--- src/common/alc_pkg.sv ---
// Purpose: Shared constants and carrier types for the ancillary channel result and limit block.
// Assumes: 5-bit register addresses and 12-bit converter codes.
// Notes:   Limit pairs are laid out high then low for each checked channel.
package alc_pkg;

	localparam int ADDR_W = 5;
	localparam int DATA_W = 12;
	localparam int CHAN_W = 4;
	localparam int NUM_CHECKED = 4;
	localparam int NUM_RESULTS = 7;
	localparam int NUM_LIMITS = 8;

	// Channel select codes.
	localparam logic [3:0] CH_SPARE_A = 4'h3;
	localparam logic [3:0] CH_SPARE_B = 4'h4;
	localparam logic [3:0] CH_SPARE_C = 4'h5;
	localparam logic [3:0] CH_BATT_A = 4'h6;
	localparam logic [3:0] CH_BATT_B = 4'h7;
	localparam logic [3:0] CH_DIODE_LOW = 4'h8;
	localparam logic [3:0] CH_DIODE_HIGH = 4'h9;

	// Register offsets.
	localparam logic [4:0] ALERT_STATUS_ENABLE_ADDR = 5'h03;
	localparam logic [4:0] LIMIT_FIRST_ADDR = 5'h04;
	localparam logic [4:0] LIMIT_LAST_ADDR = 5'h0b;
	localparam logic [4:0] AUX_INPUT_A_RESULT_ADDR = 5'h13;
	localparam logic [4:0] AUX_INPUT_B_RESULT_ADDR = 5'h14;
	localparam logic [4:0] AUX_INPUT_C_RESULT_ADDR = 5'h15;
	localparam logic [4:0] BATTERY_A_RESULT_ADDR = 5'h16;
	localparam logic [4:0] BATTERY_B_RESULT_ADDR = 5'h17;
	localparam logic [4:0] DIODE_LOW_BIAS_RESULT_ADDR = 5'h18;
	localparam logic [4:0] DIODE_HIGH_BIAS_RESULT_ADDR = 5'h19;

	// Alert status/enable field positions.
	localparam int ALERT_STATUS_LSB = 0;
	localparam int ALERT_ENABLE_LSB = 4;

	// Reset values.
	localparam logic [11:0] RESULT_RST = 12'h000;
	localparam logic [11:0] HIGH_LIMIT_RST = 12'hfff;
	localparam logic [11:0] LOW_LIMIT_RST = 12'h000;
	localparam logic [3:0] ALERT_STATUS_RST = 4'h0;
	localparam logic [3:0] ALERT_ENABLE_RST = 4'h0;

	typedef struct packed {
		logic              valid;
		logic [CHAN_W-1:0] channel;
		logic [DATA_W-1:0] data;
	} alc_conv_t;

	typedef struct packed {
		logic              en;
		logic [ADDR_W-1:0] addr;
		logic [DATA_W-1:0] data;
	} alc_wr_t;

endpackage : alc_pkg

--- src/rtl/alc_aux_limit.sv ---
// Purpose: Routes ancillary conversion codes to result registers and checks limits.
// Assumes: Converter, sampler and register port all run on clk; one result per conv.valid.
// Notes:   Reads answer one cycle after reg_rd_en; unmapped addresses read zero.
//
// What this block does
// - Single diode measurement uses the low-bias channel code only.
// - Differential diode sensing uses low-bias then high-bias consecutive channel codes.
// - Low and high bias diode results go to their two result registers.
// - Only raw diode codes are stored; no temperature arithmetic exists.
// - Temperature limit check uses the raw low-bias diode result.
// - Battery halving divider is enabled only while that battery is sampled.
// - First battery channel code stores into its result register.
// - Second battery channel code stores into its result register.
// - Spare analog inputs a, b, c take consecutive channel codes.
// - Spare analog results land in three consecutive result registers, same order.
// - Spare analog pins may be reassigned as general purpose digital pins.
// - Four channels are limit checked and may raise the alarm output.
// - Limits sit in a contiguous writable register block.
// - Each completed checked conversion is compared with both its limits.
// - Out of limit result sets that channel's alert status bit.
`timescale 1ns/1ps

module alc_aux_limit
	import alc_pkg::*;
(
	input  wire logic              clk,
	input  wire logic              rst_n,
	input  wire alc_conv_t         conv,
	input  wire logic              sample_active,
	input  wire logic [CHAN_W-1:0] sample_channel,
	input  wire logic [2:0]        spare_gpio_mode,
	input  wire alc_wr_t           reg_wr,
	input  wire logic              reg_rd_en,
	input  wire logic [ADDR_W-1:0] reg_rd_addr,
	output logic      [DATA_W-1:0] reg_rd_data,
	output logic                   reg_rd_valid,
	output logic                   battery_a_div_en,
	output logic                   battery_b_div_en,
	output logic                   alarm
);

	////////////////////////////////////////////////////////////////////////////////
	// State.

	logic [DATA_W-1:0] result_reg [NUM_RESULTS];
	logic [DATA_W-1:0] result_next [NUM_RESULTS];
	logic [DATA_W-1:0] limit_reg [NUM_LIMITS];
	logic [DATA_W-1:0] limit_next [NUM_LIMITS];
	logic [3:0]        status_reg;
	logic [3:0]        status_next;
	logic [3:0]        enable_reg;
	logic [3:0]        enable_next;
	logic [DATA_W-1:0] rd_data_reg;
	logic [DATA_W-1:0] rd_data_next;
	logic              rd_valid_reg;
	logic              rd_valid_next;
	logic              div_a_reg;
	logic              div_a_next;
	logic              div_b_reg;
	logic              div_b_next;
	logic              alarm_reg;
	logic              alarm_next;

	////////////////////////////////////////////////////////////////////////////////
	// Decode of the converted channel.

	logic       res_hit;
	logic [2:0] res_idx;
	logic       chk_hit;
	logic [1:0] chk_idx;
	logic       out_of_limit;
	logic [3:0] set_mask;

	always_comb begin
		res_idx = 3'(conv.channel - CH_SPARE_A);
		// Pins in digital mode hold no analog value, so their codes are dropped.
		res_hit = conv.valid && conv.channel >= CH_SPARE_A
			&& conv.channel <= CH_DIODE_HIGH;
		if (conv.channel >= CH_SPARE_A && conv.channel <= CH_SPARE_C) begin
			res_hit = res_hit && !spare_gpio_mode[res_idx[1:0]];
		end
		chk_hit = conv.valid;
		chk_idx = 2'd0;
		unique case (conv.channel)
			CH_SPARE_A:   chk_idx = 2'd0;
			CH_BATT_A:    chk_idx = 2'd1;
			CH_BATT_B:    chk_idx = 2'd2;
			CH_DIODE_LOW: chk_idx = 2'd3;
			default:      chk_hit = 1'b0;
		endcase
		chk_hit = chk_hit && res_hit;
		// Raw codes compared directly; no temperature conversion is done here.
		out_of_limit = conv.data > limit_reg[{chk_idx, 1'b0}]
			|| conv.data < limit_reg[{chk_idx, 1'b1}];
		set_mask = (chk_hit && out_of_limit) ? 4'(1 << chk_idx) : 4'h0;
	end

	////////////////////////////////////////////////////////////////////////////////
	// Result and limit registers.

	always_comb begin
		for (int i = 0; i < NUM_RESULTS; i++) begin
			result_next[i] = result_reg[i];
		end
		if (res_hit) begin
			result_next[res_idx] = conv.data;
		end
		for (int i = 0; i < NUM_LIMITS; i++) begin
			limit_next[i] = limit_reg[i];
		end
		if (reg_wr.en && reg_wr.addr >= LIMIT_FIRST_ADDR && reg_wr.addr <= LIMIT_LAST_ADDR) begin
			limit_next[3'(reg_wr.addr - LIMIT_FIRST_ADDR)] = reg_wr.data;
		end
	end

	always_ff @(posedge clk or negedge rst_n) begin
		if (!rst_n) begin
			for (int i = 0; i < NUM_RESULTS; i++) begin
				result_reg[i] <= RESULT_RST;
			end
			for (int i = 0; i < NUM_LIMITS; i++) begin
				limit_reg[i] <= (i % 2 == 0) ? HIGH_LIMIT_RST : LOW_LIMIT_RST;
			end
		end else begin
			result_reg <= result_next;
			limit_reg <= limit_next;
		end
	end

	////////////////////////////////////////////////////////////////////////////////
	// Alert status, enable and alarm.

	always_comb begin
		status_next = status_reg;
		enable_next = enable_reg;
		if (reg_wr.en && reg_wr.addr == ALERT_STATUS_ENABLE_ADDR) begin
			status_next = status_reg & ~reg_wr.data[ALERT_STATUS_LSB +: 4];
			enable_next = reg_wr.data[ALERT_ENABLE_LSB +: 4];
		end
		// A new alert in the clearing cycle is kept: set beats clear.
		status_next = status_next | set_mask;
		alarm_next = |(status_next & enable_next);
	end

	always_ff @(posedge clk or negedge rst_n) begin
		if (!rst_n) begin
			status_reg <= ALERT_STATUS_RST;
			enable_reg <= ALERT_ENABLE_RST;
			alarm_reg <= 1'b0;
		end else begin
			status_reg <= status_next;
			enable_reg <= enable_next;
			alarm_reg <= alarm_next;
		end
	end

	////////////////////////////////////////////////////////////////////////////////
	// Battery dividers draw current, so each is on only during its own sample.

	always_comb begin
		div_a_next = sample_active && sample_channel == CH_BATT_A;
		div_b_next = sample_active && sample_channel == CH_BATT_B;
	end

	always_ff @(posedge clk or negedge rst_n) begin
		if (!rst_n) begin
			div_a_reg <= 1'b0;
			div_b_reg <= 1'b0;
		end else begin
			div_a_reg <= div_a_next;
			div_b_reg <= div_b_next;
		end
	end

	////////////////////////////////////////////////////////////////////////////////
	// Register read port.

	always_comb begin
		rd_valid_next = reg_rd_en;
		rd_data_next = '0;
		if (reg_rd_en) begin
			if (reg_rd_addr >= AUX_INPUT_A_RESULT_ADDR
				&& reg_rd_addr <= DIODE_HIGH_BIAS_RESULT_ADDR) begin
				rd_data_next = result_reg[3'(reg_rd_addr - AUX_INPUT_A_RESULT_ADDR)];
			end else if (reg_rd_addr >= LIMIT_FIRST_ADDR && reg_rd_addr <= LIMIT_LAST_ADDR) begin
				rd_data_next = limit_reg[3'(reg_rd_addr - LIMIT_FIRST_ADDR)];
			end else if (reg_rd_addr == ALERT_STATUS_ENABLE_ADDR) begin
				rd_data_next = {4'h0, enable_reg, status_reg};
			end
		end
	end

	always_ff @(posedge clk or negedge rst_n) begin
		if (!rst_n) begin
			rd_data_reg <= '0;
			rd_valid_reg <= 1'b0;
		end else begin
			rd_data_reg <= rd_data_next;
			rd_valid_reg <= rd_valid_next;
		end
	end

	assign reg_rd_data = rd_data_reg;
	assign reg_rd_valid = rd_valid_reg;
	assign battery_a_div_en = div_a_reg;
	assign battery_b_div_en = div_b_reg;
	assign alarm = alarm_reg;
endmodule : alc_aux_limit

--- config.mk ---
export PLATFORM = sky130hd
export DESIGN_NAME = alc_aux_limit
export DESIGN_NICKNAME = d
export VERILOG_FILES = /design/src/common/alc_pkg.sv /design/src/rtl/alc_aux_limit.sv
export SDC_FILE = /design/constraint.sdc
export NUM_CORES = 1
export LEC_CHECK = 0
export BUFFER_PORTS_ARGS = -buffer_cell sky130_fd_sc_hd__buf_2
export CORE_ASPECT_RATIO = 0.9
export CORE_UTILIZATION = 54
export CTS_CLUSTER_DIAMETER = 150
export CTS_CLUSTER_SIZE = 20
export DETAILED_ROUTE_END_ITERATION = 8
export PLACE_DENSITY_LB_ADDON = 0.25
export SETUP_SLACK_MARGIN = 0.4
export SYNTH_ARGS = -nofsm -noshare
export SYNTH_HDL_FRONTEND = slang
export SYNTH_SLANG_ARGS = --single-unit
--- constraint.sdc ---
create_clock -name clk -period 3.9 [get_ports clk]
set_clock_uncertainty 0.2 [all_clocks]
set_input_delay 0.195 -clock clk [delete_from_list [all_inputs] [get_ports clk]]
set_output_delay 0.195 -clock clk [all_outputs]
set_load 0.03 [all_outputs]
; After elaboration in Yosys (flattened, before gate mapping)
; Cells that the tools add are included.
; W data, S select, Z words.
[word_totals]
reg_bits = 204
input_bits = 51
output_inout_bits = 16
elab_cells = 114
[classes]
addsub = 4
order_cmp = 20
eq_ne = 8
shift = 1
muxes = 30
bitwise = 10
n_reduce_logical = 19
[op_table]
columns = op, n
row1 = $mux W12, 13
row2 = $bmux W12 S3, 4
row3 = $bwmux W96, 1
row4 = $bwmux W84, 1
row5 = $demux W12 S3, 2
row6 = $ge A4 B4 Y1 const B, 6
row7 = $not A3 Y4, 6
row8 = $eq A4 B3 Y1 const B, 4
row9 = $logic_and A1 B1 Y1, 15
row10 = $gt A12 B12 Y1, 1
row11 = $lt A12 B12 Y1, 1
row12 = $mux W4, 3
row13 = $eq A5 B2 Y1 const B, 2
row14 = $ge A5 B3 Y1 const B, 2
row15 = $le A5 B4 Y1 const B, 2
row16 = $and A4 B4 Y4, 2
row17 = $lt A4 B1 Y1 const B, 2
row18 = $mux W8, 1
row19 = $reduce_or A4 Y1, 2
row20 = $pmux W2 S3, 1
row21 = $sub A3 B2 Y3 const B, 2
row22 = $sub A3 B3 Y3 const B, 2
row23 = $ge A5 B5 Y1 const B, 1
row24 = $le A5 B5 Y1 const B, 1
row25 = other kinds (13), 15

; Logic depth before layout (Yosys ltp)
[depth]
depth_word = 13
depth_mapped = 14
depth_no_buf = 13

; Worst setup path after synthesis
; Ideal clock, no wire load.
[synth_path]
path_kind = input -> register
startpoint = input port conv[12] in the netlist's numbering
endpoint = register status_reg[0]
setup_time_ns = 0.110
arrival_ns = 3.151
t_required_ns = 3.590
path_slack_ns = 0.439
stages = 14
path_buffers = 1
path_cell_list = inv_1 -> ha_1 -> nor2b_1 -> nand2_1 -> clkbuf_1 -> o22a_1 -> o221ai_1 -> ha_1 -> and3_1 -> a221oi_1 -> o21ai_0 -> and2_1 -> o32a_1 -> o41ai_1
[synth_via]
elab_chain_len = 11
elab_cells_between_ends = 35
cone_classes = add/sub (1) / order compare (5) / eq/ne (4) / shift (1) / mux (12) / bitwise (3) / reduce/logical (9)
[synth_lines]
columns = element, line
row1 = from (decl), alc_aux_limit.sv:28  ; input wire alc_conv_t conv,
row2 = $eq A4 B4 Y1 or $eq A4 B3 Y1 (tied branches), alc_aux_limit.sv:84  ; unique case (conv.channel)
row3 = $pmux W2 S3, alc_aux_limit.sv:84
row4 = $not A3 Y4 (on tied branches), "alc_aux_limit.sv:93, alc_aux_limit.sv:94"
row5 = $bmux W12 S3 (on tied branches), "alc_aux_limit.sv:93, alc_aux_limit.sv:94"
row6 = $mux W12 (on tied branches) (2 in a row), "alc_aux_limit.sv:93, alc_aux_limit.sv:94"
row7 = $gt A12 B12 Y1 or $lt A12 B12 Y1 (tied branches), "alc_aux_limit.sv:93, alc_aux_limit.sv:94"
row8 = $logic_or A1 B1 Y1, alc_aux_limit.sv:94  ; || conv.data < limit_reg[{chk_idx, 1'b1}];
row9 = $logic_and A1 B1 Y1, alc_aux_limit.sv:95  ; set_mask = (chk_hit && out_of_limit) ? 4'(1 << chk_idx) : 4'h0;
row10 = $mux W4 (*), alc_aux_limit.sv:95
row11 = $or A4 B4 Y4 (*), alc_aux_limit.sv:141  ; status_next = status_next | set_mask;
row12 = via status_next[0], alc_aux_limit.sv:50  ; logic [3:0] status_next;
row13 = to (signal assigned), alc_aux_limit.sv:151  ; status_reg <= status_next;
row14 = to (decl), alc_aux_limit.sv:49  ; logic [3:0] status_reg;
; The timed path passes the listed nets; every way through them passes the cells marked *. The select of a mux whose other input is x is not followed.
; A chain may end at the register's enable or synchronous reset.

; Worst setup path in the final report
[layout_path]
startpoint = input port conv[12] in the netlist's numbering
endpoint = register alarm_reg (netlist: alarm)
[layout_via]
elab_chain_len = 13
elab_cells_between_ends = 37
cone_classes = add/sub (1) / order compare (5) / eq/ne (4) / shift (1) / mux (12) / bitwise (4) / reduce/logical (10)
[layout_lines]
columns = element, line
row1 = $eq A4 B4 Y1 or $eq A4 B3 Y1 (tied branches), alc_aux_limit.sv:84
row2 = $pmux W2 S3, alc_aux_limit.sv:84
row3 = $not A3 Y4 (on tied branches), "alc_aux_limit.sv:93, alc_aux_limit.sv:94"
row4 = $bmux W12 S3 (on tied branches), "alc_aux_limit.sv:93, alc_aux_limit.sv:94"
row5 = $mux W12 (on tied branches) (2 in a row), "alc_aux_limit.sv:93, alc_aux_limit.sv:94"
row6 = $gt A12 B12 Y1 or $lt A12 B12 Y1 (tied branches), "alc_aux_limit.sv:93, alc_aux_limit.sv:94"
row7 = $logic_or A1 B1 Y1, alc_aux_limit.sv:94
row8 = $logic_and A1 B1 Y1, alc_aux_limit.sv:95
row9 = $mux W4 (*), alc_aux_limit.sv:95
row10 = $or A4 B4 Y4 (*), alc_aux_limit.sv:141
row11 = $and A4 B4 Y4 (*), alc_aux_limit.sv:142  ; alarm_next = |(status_next & enable_next);
row12 = $reduce_or A4 Y1 (*), alc_aux_limit.sv:142
row13 = via alarm_next, alc_aux_limit.sv:62  ; logic alarm_next;
row14 = to (signal assigned), alc_aux_limit.sv:153  ; alarm_reg <= alarm_next;
row15 = to (decl), alc_aux_limit.sv:61  ; logic alarm_reg;
; Marked as above.

==> flow_summary.toml <==
[route]
totalWireLength_um = 27200
viasPerCell = 6.37
initialDrtViolationCount = 537
wl_per_cell_um = 23.8
num_vias = 7260
remaining_drc_errors = 0
postRouteAntennaNets = 0
drt_first_pass_iters = 5

[logic_synthesis]
synth_sequential_area_ratio = 0.482
synthFlopType = "sky130_fd_sc_hd__dfrtp_1"
synth_warnings = 0
synth-edff-count = 0
postSynthCellCount = 792
avgSynthCellArea_um2 = 13.5
synth.lib_cells_used.distinct = 63
ys_ff_latch = 204
ys_top_cells_by_area = "sky130_fd_sc_hd__dfrtp_1 (36%), sky130_fd_sc_hd__mux2_2 (17%), sky130_fd_sc_hd__dfstp_2 (12%)"
synth_top_cell_area_share = 0.364
ys_async_sr_fraction = 1.00
syn-num-nets = 874
synth_area_mm2 = 0.0107
synth_area_leader_cell = "sky130_fd_sc_hd__dfrtp_1"

[global_route]
antenna_violations_before_repair = 0
grt.busiest_layer = "met2"
via_count_of_the_first_global_routing_pass = 7654
grt_first_pass_wirelength_um = 43300
global_route.overflow_total = 0
grt_start_max_net_pins = 63
grtUsageMet3 = 0.0458
grt_util_met2 = 0.437
grt_use_total = 0.281
global_route.usage.met1 = 0.402

[finish]
layout-drive-gt1-share = 0.438
num_antenna_cells = 0
largest_reg_flops = 96
filler_cell_count = 1485
area_occupied_by_multi_input_gates_mm2 = 0.00526
layout.area.seq_mm2 = 0.00516
nets = 964
area.growth.synth_to_final_pct = 12.7

[floorplanning]
die_ht_um = 136
io_pins = 67
initial_core_util = 0.556
die_area_mm2 = 0.0204
floorplan_core_area_mm2 = 0.0193
core.rowCount = 48
floorplan.die.width_um = 150

[cts]
max-clock-path-buffers = 3
cts_tree = "done"
cts_resized = 0
cts.repair_timing.setup_buffer_count = 0
cts.sink_count = 204
clk_pin_slew_ns = 0.09
h_tree_depth_reported_by_cts = 1
cts.hold.buffers_added = 32
numCtsBuffers = 14
clock_latency_ns = 0.49
root_buffer = "sky130_fd_sc_hd__clkbuf_16"

[run]
max_cap_violations = 0

[setup_path]
worstPathMaxFanout = 7
worstPathArrival_ns = 3.34
criticalPathCategory = "in2reg"
crit_slowest_cell = "sky130_fd_sc_hd__a2111oi_0"
critPathMaxStageDelay_ns = 0.44
timing.critical_path.to = "alarm"
worstRegToRegCells = 8
critPathMostFrequentCell = "sky130_fd_sc_hd__ha_1"
crit_path_end_kind = "flop"
timing.rr.start = "limit_reg[66]"
crit_path_cell_trace = "buf_2 -> inv_1 -> ha_1 -> nor2b_1 -> nand2_1 -> buf_4 -> o22a_1 -> o221ai_1 -> ha_1 -> and3_1 -> a211o_1 -> a2111oi_0 -> o32a_1 -> o211ai_1"
cp.required_ns = 4.05
worst_r2r_endpoint = "alarm"
cp-startpoint = "conv[12]"
setup.worst_path.start_class = "input port"
setup.reg_to_reg.worst_slack_ns = 1.03

[timing]
clock.fmax_mhz = 313
timing.setup.tns_ns = 0
worst_pin_slew_ns = 1.18
timing.final.setup_violations = 0
min_period_over_period = 0.820
grt_setup_unrepaired = "false"
timing.final.crit_period_ns = 3.20
finalMaxSlewViolations = 0
slew-limit-headroom = 0.208
worst_hold_slack_ns = 0.00786
hold_violations = 0

[run_status]
run_status = "completed"

[place]
dpl.hpwl_um = 18800
finalWeightedCongestion = 0.923
total_of_buffers_placed_on_input_and_output_ports = 66

[pwr]
power_density_mw_per_mm2 = 512
leak_pwr_nw = 5.19
max-vdd-ir-drop_mv = 0.339

[min_path]
hold_path.class = "in2reg"
-- stage by stage --
| stage | cell area (um^2) | total power (W) | cells | utilization | worst slack, ns |
|---|---|---|---|---|---|
| 2_1_floorplan | 10700 | 0.00420 | 792 | - | 0.439 |
| 3_3_place_gp | 11300 | 0.00460 | 1084 | 0.588 | 0.303 |
| 3_5_place_dp | 11300 | 0.00471 | 1084 | 0.588 | 0.214 |
| 4_1_cts | 12100 | 0.00619 | 1140 | 0.626 | 0.725 |
| 5_1_grt | 12100 | 0.00648 | 1140 | 0.626 | 0.515 |
| 6_report | 12100 | 0.00618 | 1140 | 0.626 | 0.702 |
-- cell families after synthesis --
logic type	synth area share
multiplexers	0.299
flip-flops	0.482
XOR/XNOR	0.00327
AO/OA/AOI/OAI	0.0916
buffers and inverters	0.0285
AND/OR/NAND/NOR	0.0593
adder cells (fa/ha/maj)	0.0362
-- routing by layer --
layer | share of wire | up-vias
li1 | - | 3167
met1 | 0.45 | 3779
met2 | 0.46 | 264
met3 | 0.062 | 50
met4 | 0.032 | 0
met5 | 0 | -
-- worst max-delay path: cells and delay by family --
family                   cells  cell delay, ns
AND/OR/NAND/NOR              3            0.65
buffers and inverters        3            0.41
AO/OA/AOI/OAI                6            1.46
adder cells (fa/ha/maj)      2            0.62
-- layout make-up --
class	instances	share of cell area
Inverter	8	0.00249
Timing Repair Buffer	127	0.0737
Tap cell	250	0.0259
Clock inverter	1	0.00135
Sequential cell	204	0.428
Multi-Input combinational cell	527	0.435
Clock buffer	23	0.0336
-- how the worst min path moves through the flow --
| stage | startpoint | endpoint | slack (ns) | cells past startpoint |
|---|---|---|---|---|
| 2_1_floorplan | rst_n | alarm | -0.30 | 0 |
| 6_report | conv[5] | result_reg[29] | 0.008 | 2 |
| 4_1_cts | conv[5] | result_reg[29] | 0.003 | 2 |
| 3_3_place_gp | rst_n | limit_reg[32] | -0.007 | 1 |
| 5_1_grt | conv[5] | result_reg[29] | 0.009 | 2 |
| 3_5_place_dp | rst_n | limit_reg[32] | 0.0006 | 1 |
-- placed cells by master, fill, tap and decap left out, drive strengths merged, types with 5 or more instances in the layout --
| cell | count |
|---|---|
| dlygate4sd3 | 32 |
| o21ai | 26 |
| mux2i | 25 |
| nor2 | 23 |
| o21a | 8 |
| o22ai | 8 |
| o211ai | 14 |
| and2 | 6 |
| nor3 | 6 |
| a21oi | 6 |
| o221ai | 22 |
| inv | 9 |
| nor2b | 9 |
| o22a | 22 |
| ha | 31 |
| nand3 | 5 |
| buf | 94 |
| mux2 | 183 |
| dfstp | 48 |
| nand2 | 45 |
| dfrtp | 156 |
| clkbuf | 24 |
| mux4 | 36 |
-- cell usage after synthesis (6+ instances only) --
| cell type | count |
|---|---|
| sky130_fd_sc_hd__mux4_2 | 36 |
| sky130_fd_sc_hd__dfrtp_1 | 156 |
| sky130_fd_sc_hd__buf_2 | 8 |
| sky130_fd_sc_hd__o21ai_0 | 26 |
| sky130_fd_sc_hd__inv_1 | 8 |
| sky130_fd_sc_hd__and2_1 | 6 |
| sky130_fd_sc_hd__buf_4 | 7 |
| sky130_fd_sc_hd__ha_1 | 31 |
| sky130_fd_sc_hd__nor2_1 | 23 |
| sky130_fd_sc_hd__o22a_1 | 22 |
| sky130_fd_sc_hd__mux2i_1 | 25 |
| sky130_fd_sc_hd__o211ai_1 | 14 |
| sky130_fd_sc_hd__o221ai_1 | 22 |
| sky130_fd_sc_hd__nor2b_1 | 9 |
| sky130_fd_sc_hd__o22ai_1 | 8 |
| sky130_fd_sc_hd__buf_1 | 8 |
| sky130_fd_sc_hd__o21a_1 | 8 |
| sky130_fd_sc_hd__a21oi_1 | 6 |
| sky130_fd_sc_hd__nand2_1 | 45 |
| sky130_fd_sc_hd__clkbuf_1 | 24 |
| sky130_fd_sc_hd__dfstp_2 | 48 |
| sky130_fd_sc_hd__mux2_4 | 21 |
| sky130_fd_sc_hd__mux2_2 | 162 |
-- power by group --
part	switching [W]	internal, W	total (W)
clock	0.000740	0.000728	0.00147
sequential	0.000408	0.00278	0.00319
combinational	0.000630	0.000890	0.00152
total	0.00178	0.00440	0.00618
Power figures use the tool's default switching activity.
